File: src/fwsr_params.svh
// constants for the flash status poller: pin timing, bit positions, commands
`ifndef FWSR_PARAMS_SVH
`define FWSR_PARAMS_SVH
`define FWSR_CLK_MHZ        200
`define FWSR_RD_NS          100
`define FWSR_RD_CYC         ((`FWSR_RD_NS * `FWSR_CLK_MHZ + 999) / 1000)
`define FWSR_WR_NS          60
`define FWSR_WR_CYC         ((`FWSR_WR_NS * `FWSR_CLK_MHZ + 999) / 1000)
`define FWSR_BIT_POLL       7
`define FWSR_BIT_ACT        6
`define FWSR_BIT_FAIL       5
`define FWSR_BIT_SECT       2
`define FWSR_RESET_CMD      8'hF0
`define FWSR_REG_CTRL       4'h0
`define FWSR_REG_ADDR       4'h1
`define FWSR_REG_DATA       4'h2
`define FWSR_REG_STAT       4'h3
`define FWSR_REG_LAST       4'h4
`define FWSR_CTRL_GO        0
`define FWSR_CTRL_ERASE     1
`define FWSR_CTRL_MAXPOLL   16'hFFFF
`endif

File: src/fwsr_pkg.sv
// types for the flash status poller
package fwsr_pkg;
  typedef enum logic [3:0] {
    FWSR_IDLE, FWSR_RD1, FWSR_RD2, FWSR_EVAL, FWSR_RD3, FWSR_EVAL3,
    FWSR_RST, FWSR_DONE, FWSR_FAIL
  } fwsr_state_t;
endpackage

File: src/fwsr_bus_cycle.sv
// one asynchronous flash bus cycle: read or write with fixed strobe width
`timescale 1ns/1ps
`include "fwsr_params.svh"
module fwsr_bus_cycle #(
  parameter int RD_CYC = `FWSR_RD_CYC,
  parameter int WR_CYC = `FWSR_WR_CYC
) (
  input  wire logic        ref_clk_i,
  input  wire logic        arst_n_i,
  input  wire logic        ce_i,
  input  wire logic        start_i,
  input  wire logic        write_i,
  input  wire logic [7:0]  wdata_i,
  input  wire logic [7:0]  dq_sync_i,
  output logic             busy_o,
  output logic             done_o,
  output logic [7:0]       rdata_o,
  output logic             ce_n_o,
  output logic             oe_n_o,
  output logic             we_n_o,
  output logic [7:0]       dq_o,
  output logic             dq_oe_o
);
  logic [7:0] cnt_q;
  logic       wr_q;
  // sample after strobe width plus two sync stages, so data is settled
  wire  [7:0] limit = wr_q ? 8'(WR_CYC) : 8'(RD_CYC + 2);
  wire        last  = busy_o && (cnt_q == limit);

  always_ff @(posedge ref_clk_i or negedge arst_n_i) begin
    if (!arst_n_i) begin
      cnt_q   <= 8'h00;
      wr_q    <= 1'b0;
      busy_o  <= 1'b0;
      done_o  <= 1'b0;
      rdata_o <= 8'h00;
      ce_n_o  <= 1'b1;
      oe_n_o  <= 1'b1;
      we_n_o  <= 1'b1;
      dq_o    <= 8'h00;
      dq_oe_o <= 1'b0;
    end else if (ce_i) begin
      done_o <= 1'b0;
      if (start_i && !busy_o) begin
        busy_o  <= 1'b1;
        wr_q    <= write_i;
        cnt_q   <= 8'h00;
        ce_n_o  <= 1'b0;
        oe_n_o  <= write_i;
        we_n_o  <= !write_i;
        dq_o    <= wdata_i;
        dq_oe_o <= write_i;
      end else if (last) begin
        // both strobes rise together: the device counts one access
        busy_o  <= 1'b0;
        done_o  <= 1'b1;
        ce_n_o  <= 1'b1;
        oe_n_o  <= 1'b1;
        we_n_o  <= 1'b1;
        dq_oe_o <= 1'b0;
        if (!wr_q) begin
          rdata_o <= dq_sync_i;
        end
      end else if (busy_o) begin
        cnt_q <= cnt_q + 8'h01;
      end
    end
  end
endmodule

File: src/fwsr_poller.sv
// host poller: runs toggle and complement polling on a flash status read
`timescale 1ns/1ps
`include "fwsr_params.svh"
////////////////////////////////////////////////////////////////////////////////
// Functional notes
// - poll reads use the program address
// - erase poll reads stay inside erased sector
// - read once more after bit 7 turns true
// - two back-to-back reads, compare toggle bit
// - toggling plus fail bit: recheck, then reset
// - restart polling from first step on return
module fwsr_poller #(
  parameter int RD_CYC = `FWSR_RD_CYC,
  parameter int WR_CYC = `FWSR_WR_CYC
) (
  input  wire logic        ref_clk_i,
  input  wire logic        arst_n_i,
  input  wire logic        clk_en_i,
  input  wire logic [3:0]  reg_addr_i,
  input  wire logic [31:0] reg_wdata_i,
  input  wire logic        reg_wr_i,
  input  wire logic        reg_rd_i,
  output logic      [31:0] reg_rdata_o,
  input  wire logic [7:0]  dq_i,
  input  wire logic        ready_busy_n_pin_i,
  output logic [21:0]      fl_addr_o,
  output logic [7:0]       dq_o,
  output logic             dq_oe_o,
  output logic             fl_ce_n_o,
  output logic             fl_oe_n_o,
  output logic             fl_we_n_o,
  output logic             busy_o
);
  ////////////////////////////////////////////////////////////////////////////
  // pin synchronisers
  logic [7:0] dq_s1_q;
  logic [7:0] dq_s2_q;
  logic       rb_s1_q;
  logic       rb_s2_q;
  always_ff @(posedge ref_clk_i or negedge arst_n_i) begin
    if (!arst_n_i) begin
      dq_s1_q <= 8'h00;
      dq_s2_q <= 8'h00;
      rb_s1_q <= 1'b1;
      rb_s2_q <= 1'b1;
    end else if (clk_en_i) begin
      dq_s1_q <= dq_i;
      dq_s2_q <= dq_s1_q;
      rb_s1_q <= ready_busy_n_pin_i;
      rb_s2_q <= rb_s1_q;
    end
  end

  ////////////////////////////////////////////////////////////////////////////
  // registers and state
  fwsr_pkg::fwsr_state_t st_q;
  logic [21:0] addr_q;
  logic [7:0]  exp_q;
  logic        erase_q;
  logic [7:0]  first_q;
  logic [7:0]  last_q;
  logic [15:0] polls_q;
  logic        done_q;
  logic        fail_q;
  logic        cyc_start_q;
  logic        cyc_wr_q;
  logic        cyc_busy;
  logic        cyc_done;
  logic [7:0]  cyc_rdata;

  wire go_wr   = reg_wr_i && (reg_addr_i == `FWSR_REG_CTRL) &&
                 reg_wdata_i[`FWSR_CTRL_GO];
  wire idle    = (st_q == fwsr_pkg::FWSR_IDLE) ||
                 (st_q == fwsr_pkg::FWSR_DONE) ||
                 (st_q == fwsr_pkg::FWSR_FAIL);
  // toggle bit compare of first_q with the latest read: back-to-back except in EVAL3 after a clean EVAL (first and third read)
  wire act_tgl  = first_q[`FWSR_BIT_ACT] != cyc_rdata[`FWSR_BIT_ACT];
  wire fail_bit = first_q[`FWSR_BIT_FAIL];
  // erase complement polling reads 1 when erase is done
  wire poll_ok  = erase_q ? cyc_rdata[`FWSR_BIT_POLL] :
                  (cyc_rdata[`FWSR_BIT_POLL] == exp_q[`FWSR_BIT_POLL]);
  wire cap_now  = cyc_done && !cyc_wr_q;

  always_ff @(posedge ref_clk_i or negedge arst_n_i) begin
    if (!arst_n_i) begin
      addr_q  <= 22'h000000;
      exp_q   <= 8'h00;
      erase_q <= 1'b0;
    end else if (clk_en_i && reg_wr_i && idle) begin
      if (reg_addr_i == `FWSR_REG_ADDR) begin
        addr_q <= reg_wdata_i[21:0];
      end
      if (reg_addr_i == `FWSR_REG_DATA) begin
        exp_q <= reg_wdata_i[7:0];
      end
      if (reg_addr_i == `FWSR_REG_CTRL) begin
        erase_q <= reg_wdata_i[`FWSR_CTRL_ERASE];
      end
    end
  end

  always_ff @(posedge ref_clk_i or negedge arst_n_i) begin
    if (!arst_n_i) begin
      st_q        <= fwsr_pkg::FWSR_IDLE;
      first_q     <= 8'h00;
      last_q      <= 8'h00;
      polls_q     <= 16'h0000;
      done_q      <= 1'b0;
      fail_q      <= 1'b0;
      cyc_start_q <= 1'b0;
      cyc_wr_q    <= 1'b0;
    end else if (clk_en_i) begin
      cyc_start_q <= 1'b0;
      unique case (st_q)
        fwsr_pkg::FWSR_IDLE, fwsr_pkg::FWSR_DONE, fwsr_pkg::FWSR_FAIL: begin
          if (go_wr) begin
            // a new run always starts at the first read
            st_q        <= fwsr_pkg::FWSR_RD1;
            polls_q     <= 16'h0000;
            done_q      <= 1'b0;
            fail_q      <= 1'b0;
            cyc_wr_q    <= 1'b0;
            cyc_start_q <= 1'b1;
          end
        end
        fwsr_pkg::FWSR_RD1: begin
          if (cap_now) begin
            first_q     <= cyc_rdata;
            st_q        <= fwsr_pkg::FWSR_RD2;
            cyc_start_q <= 1'b1;
          end
        end
        fwsr_pkg::FWSR_RD2: begin
          if (cap_now) begin
            last_q <= cyc_rdata;
            st_q   <= fwsr_pkg::FWSR_EVAL;
          end
        end
        fwsr_pkg::FWSR_EVAL: begin
          polls_q <= polls_q + 16'h0001;
          if (!act_tgl && poll_ok) begin
            // trust data only from one more read
            st_q        <= fwsr_pkg::FWSR_RD3;
            cyc_start_q <= 1'b1;
          end else if (fail_bit || polls_q == `FWSR_CTRL_MAXPOLL) begin
            st_q        <= fwsr_pkg::FWSR_RD3;
            cyc_start_q <= 1'b1;
            first_q     <= last_q;
          end else begin
            st_q        <= fwsr_pkg::FWSR_RD1;
            cyc_start_q <= 1'b1;
          end
        end
        fwsr_pkg::FWSR_RD3: begin
          if (cap_now) begin
            last_q <= cyc_rdata;
            st_q   <= fwsr_pkg::FWSR_EVAL3;
          end
        end
        fwsr_pkg::FWSR_EVAL3: begin
          if (!act_tgl) begin
            st_q   <= fwsr_pkg::FWSR_DONE;
            done_q <= 1'b1;
          end else begin
            // still toggling at the confirming read: reset the device
            st_q        <= fwsr_pkg::FWSR_RST;
            cyc_wr_q    <= 1'b1;
            cyc_start_q <= 1'b1;
          end
        end
        fwsr_pkg::FWSR_RST: begin
          if (cyc_done) begin
            st_q     <= fwsr_pkg::FWSR_FAIL;
            fail_q   <= 1'b1;
            cyc_wr_q <= 1'b0;
          end
        end
      endcase
    end
  end

  ////////////////////////////////////////////////////////////////////////////
  // register read port
  wire [31:0] stat_w = {20'h00000, 3'h0, rb_s2_q, 4'h0,
                        idle ? 1'b0 : 1'b1, 1'b0, fail_q, done_q};
  wire [31:0] rd_mux =
    (reg_addr_i == `FWSR_REG_CTRL) ? {30'h00000000, erase_q, 1'b0} :
    (reg_addr_i == `FWSR_REG_ADDR) ? {10'h000, addr_q} :
    (reg_addr_i == `FWSR_REG_DATA) ? {24'h000000, exp_q} :
    (reg_addr_i == `FWSR_REG_STAT) ? stat_w :
    (reg_addr_i == `FWSR_REG_LAST) ? {8'h00, polls_q, last_q} :
    32'h00000000;
  always_ff @(posedge ref_clk_i or negedge arst_n_i) begin
    if (!arst_n_i) begin
      reg_rdata_o <= 32'h00000000;
      fl_addr_o   <= 22'h000000;
      busy_o      <= 1'b0;
    end else if (clk_en_i) begin
      reg_rdata_o <= reg_rd_i ? rd_mux : 32'h00000000;
      fl_addr_o   <= addr_q;
      busy_o      <= !idle;
    end
  end

  fwsr_bus_cycle #(
    .RD_CYC (RD_CYC),
    .WR_CYC (WR_CYC)
  ) u_cycle (
    .ref_clk_i (ref_clk_i),
    .arst_n_i  (arst_n_i),
    .ce_i      (clk_en_i),
    .start_i   (cyc_start_q),
    .write_i   (cyc_wr_q),
    .wdata_i   (`FWSR_RESET_CMD),
    .dq_sync_i (dq_s2_q),
    .busy_o    (cyc_busy),
    .done_o    (cyc_done),
    .rdata_o   (cyc_rdata),
    .ce_n_o    (fl_ce_n_o),
    .oe_n_o    (fl_oe_n_o),
    .we_n_o    (fl_we_n_o),
    .dq_o      (dq_o),
    .dq_oe_o   (dq_oe_o)
  );
endmodule
File: config.mk
export PLATFORM = sky130hd
export DESIGN_NAME = fwsr_poller
export DESIGN_NICKNAME = d
export VERILOG_FILES = /design/src/fwsr_pkg.sv /design/src/fwsr_bus_cycle.sv /design/src/fwsr_poller.sv
export VERILOG_INCLUDE_DIRS = /design/src
export SDC_FILE = /design/constraint.sdc
export NUM_CORES = 1
export LEC_CHECK = 0
export ABC_AREA = 1
export BUFFER_PORTS_ARGS = -buffer_cell sky130_fd_sc_hd__buf_2
export CAP_MARGIN = 10
export CORE_ASPECT_RATIO = 2
export CORE_MARGIN = 10
export CORE_UTILIZATION = 37
export CTS_CLUSTER_DIAMETER = 60
export DETAILED_ROUTE_END_ITERATION = 6
export GPL_TIMING_DRIVEN = 0
export PLACE_DENSITY = 0.59
export SLEW_MARGIN = 20
export SYNTH_ARGS = -nofsm -noshare
export SYNTH_HDL_FRONTEND = slang
export SYNTH_SLANG_ARGS = --single-unit
File: constraint.sdc
create_clock -name ref_clk_i -period 1.9 [get_ports ref_clk_i]
set_input_delay 0.285 -clock ref_clk_i [delete_from_list [all_inputs] [get_ports ref_clk_i]]
set_output_delay 0.285 -clock ref_clk_i [all_outputs]
set_load 0.05 [all_outputs]
==> flow_summary_export.csv <==
group,metric,value,unit
route,vias,6488,
power_and_ir_drop,power_switching,4220,uW
timing,finalSetupTns,0,ns
final_layout,fin_nets,1132,
synth,yosys-top-cells-area,"dfrtp_1 (49%), nand2_1 (18%), nand3_1 (5.1%)",
route,drc,0,
clocking,cts_buffers,17,
min_path,min_path_type,"in2reg",
floorplanning,die-width,121,um
synth,synth_ff_type,"dfrtp_1",
floorplanning,floorplan.initialDensity,0.373,
global_routing,antenna_found_initial,2,
synth,synth_cells,955,
outcome,outcome,"completed",
worst_setup_path,crit_arrival,2.04,ns
final_layout,drive_gt1_frac,0.195,
power_and_ir_drop,pwr-share-clk,0.317,
timing,rsz0062_at_grt,"no",
worst_setup_path,critPathKind,"reg2reg",
timing,hold_viol_final,0,
synth,synthesis.area,7600,um2
synth,synth_edf_count,0,
power_and_ir_drop,power_per_cell_area,1210,nW/um2
synth,netlist.area_leader.share,0.491,
route,wl_per_cell,15.7,um
global_routing,grt_max_degree,95,
power_and_ir_drop,switching_share,0.382,
route,vias_per_cell,4.77,
clocking,cts_root_buffer,"clkbuf_16",
floorplanning,rows,74,
power_and_ir_drop,seq_power_share,0.394,
synth,ys_types,41,
timing,fmax,0.582,GHz
timing,min_period,1.72,ns
worst_setup_path,cp.required,2.22,ns
power_and_ir_drop,p_comb_frac,0.289,
place,hpwl,16800,um
run,maxCapViolations,0,
timing,max-slew-margin-rel,0.573,
place,port_buffers,93,
final_layout,syn_to_final_growth,19.8,%
place,gp_congestion,0.919,
route,dr.pass1.iters,5,
worst_setup_path,cp_max_fo,6,
clocking,clock_path_buffers,2,
synth,yosysSeqAreaShare,0.508,
route,drt-initial-drc-count,521,
global_routing,grt_pass1_wl,34900,um
synth,yosys_warnings,0,
power_and_ir_drop,finalPower,11000,uW
final_layout,final_cell_mix,"nand2_1 (363), dfrtp_1 (149), buf_2 (105), inv_1 (85), nand3_1 (78)",
timing,drv_slew,0,
power_and_ir_drop,peakVddDrop,0.000556,V
synth,syn_avg_cell_area,7.96,um2
timing,tightestPinTransition,0.640,ns
worst_setup_path,reg2reg_slack,0.18,ns
timing,finalCritPeriodShare,0.905,
global_routing,grt_overflow,0,
worst_setup_path,endpoint_kind,"register",
final_layout,antenna_cells,0,
clocking,cts_tree,"built",
clocking,cts_setup_buffers,0,
final_layout,fillers,2119,
final_layout,final_util,0.447,
worst_setup_path,worst_setup_path_start_kind,"register",
final_layout,final_common_cell,"nand2_1",
route,ant_nets,0,
power_and_ir_drop,leakage,0.00477,uW
global_routing,first_global_vias,6685,
power_and_ir_drop,internal-power,6820,uW
floorplanning,io_pins,117,
clocking,clk_pin_slew,0.07,ns
place,dpl.cell_count,1326,
floorplanning,coreArea,20400,um2
synth,synth_seq_cells,154,
timing,fin_skew,0.00902,ns
clocking,worstSkewPairLatency,0.43,ns
route,wl,21300,um
synth,async_reset_ff_frac,1.00,
final_layout,instances_no_fill,1359,
synth,yosysTopAreaCell,"dfrtp_1",
timing,final-setup-viol-count,0,
floorplanning,die_h,223,um
clocking,cts.sinks,154,
global_routing,grtUsageTotal,0.163,
floorplanning,die_area,27000,um2
clocking,ctsHtreeMaxLevel,4,
## critical path, stage by stage, from the launching register on
cell	delay (ns)
dfrtp_1	0.49
nor2_2	0.23
nand2_2	0.13
nand3_1	0.15
nand2_1	0.18
nand2_1	0.23
inv_1	0.08
nand2_1	0.07
nand2_1	0.05
## kinds of logic after synthesis
family / Yosys count / share of synthesized area
and+or+nand+nor: 541 / 0.310
DFF: 154 / 0.508
buffers and inverters: 139 / 0.0848
AOI/OAI and AO/OA: 113 / 0.0881
xor gates and xnor gates: 5 / 0.00576
adders and majority gates: 2 / 0.00329
other: 1 / 0.000493
## final timing paths
path	from	endpoint	cells after the start
worst max-delay path	st_q[0]	st_q[2]	8
worst min-delay path	dq_i[5]	dq_s1_q[5]	3
worst max register to register	st_q[0]	st_q[2]	8
worst min register to register	fl_addr_o[14]	fl_addr_o[14]	2
max in group asynchronous	arst_n_i	u_cycle.we_n_o	3
min in group asynchronous	arst_n_i	fl_addr_o[9]	2
## registers in the layout (all words and copies together), names as in the netlist, 2 cells and up
signal           cells
exp_q                8
st_q                 4
addr_q              22
fl_addr_o           22
u_cycle.cnt_q        8
u_cycle.rdata_o      8
last_q               8
reg_rdata_o         24
dq_s1_q              8
dq_s2_q              8
first_q              2
polls_q             16
## synthesized netlist by cell type (6+ instances only)
library cell  number
a22o_1            13
buf_2             13
buf_4             18
clkbuf_1           7
dfrtp_1          149
inv_1             85
nand2_1          364
nand2_2            7
nand3_1           78
nand4_1           14
nor2_1            49
nor3_1             6
o21ai_0           43
o21ai_1           36
o21ai_2           11
## power groups by stage
stage / sequential [uW] / clock [uW] / combinational, uW
3_3_place_gp: 4390 / 0 / 3190
5_1_grt: 4430 / 3710 / 3560
3_5_place_dp: 4410 / 0 / 3230
6_report: 4350 / 3500 / 3190
4_1_cts: 4350 / 3560 / 3240
2_1_floorplan: 4890 / 0 / 1780
## layer usage
| metal | track usage | up-vias | share of wire |
|---|---|---|---|
| met4 | 0.0723 | 4 | 0.031 |
| li1 | - | 3263 | - |
| met1 | 0.166 | 3043 | 0.37 |
| met5 | 0 | - | 0.00099 |
| met3 | 0.0320 | 37 | 0.038 |
| met2 | 0.306 | 141 | 0.56 |
## area by class of cell
class                      instances  area (um2)  area share
sequential                       154        3860       0.424
multi-input combinational        673        3140       0.345
timing repair buffer              95         513      0.0564
clock buffer                      19         453      0.0498
inverter                          91         345      0.0379
tap                              266         333      0.0366
buffer                            48         299      0.0329
clock inverter                    13         159      0.0175
## stage by stage
step	hold WS, ns	cell area [um2]	worst slack [ns]
2_1_floorplan	-0.0106	7640	0.444
3_3_place_gp	0.449	8440	-1.86
3_5_place_dp	0.257	8480	0.0969
4_1_cts	0.0358	9100	0.159
5_1_grt	0.0503	9100	0.0286
6_report	0.0478	9100	0.181
## timing repair
action	4_1_cts	5_1_grt
endpoints found under the setup margin	0	4
gates resized for setup	0	1
hold buffers	1	0
hold endpoints to repair	58	0
No activity file was read; power rests on OpenSTA's default activity.
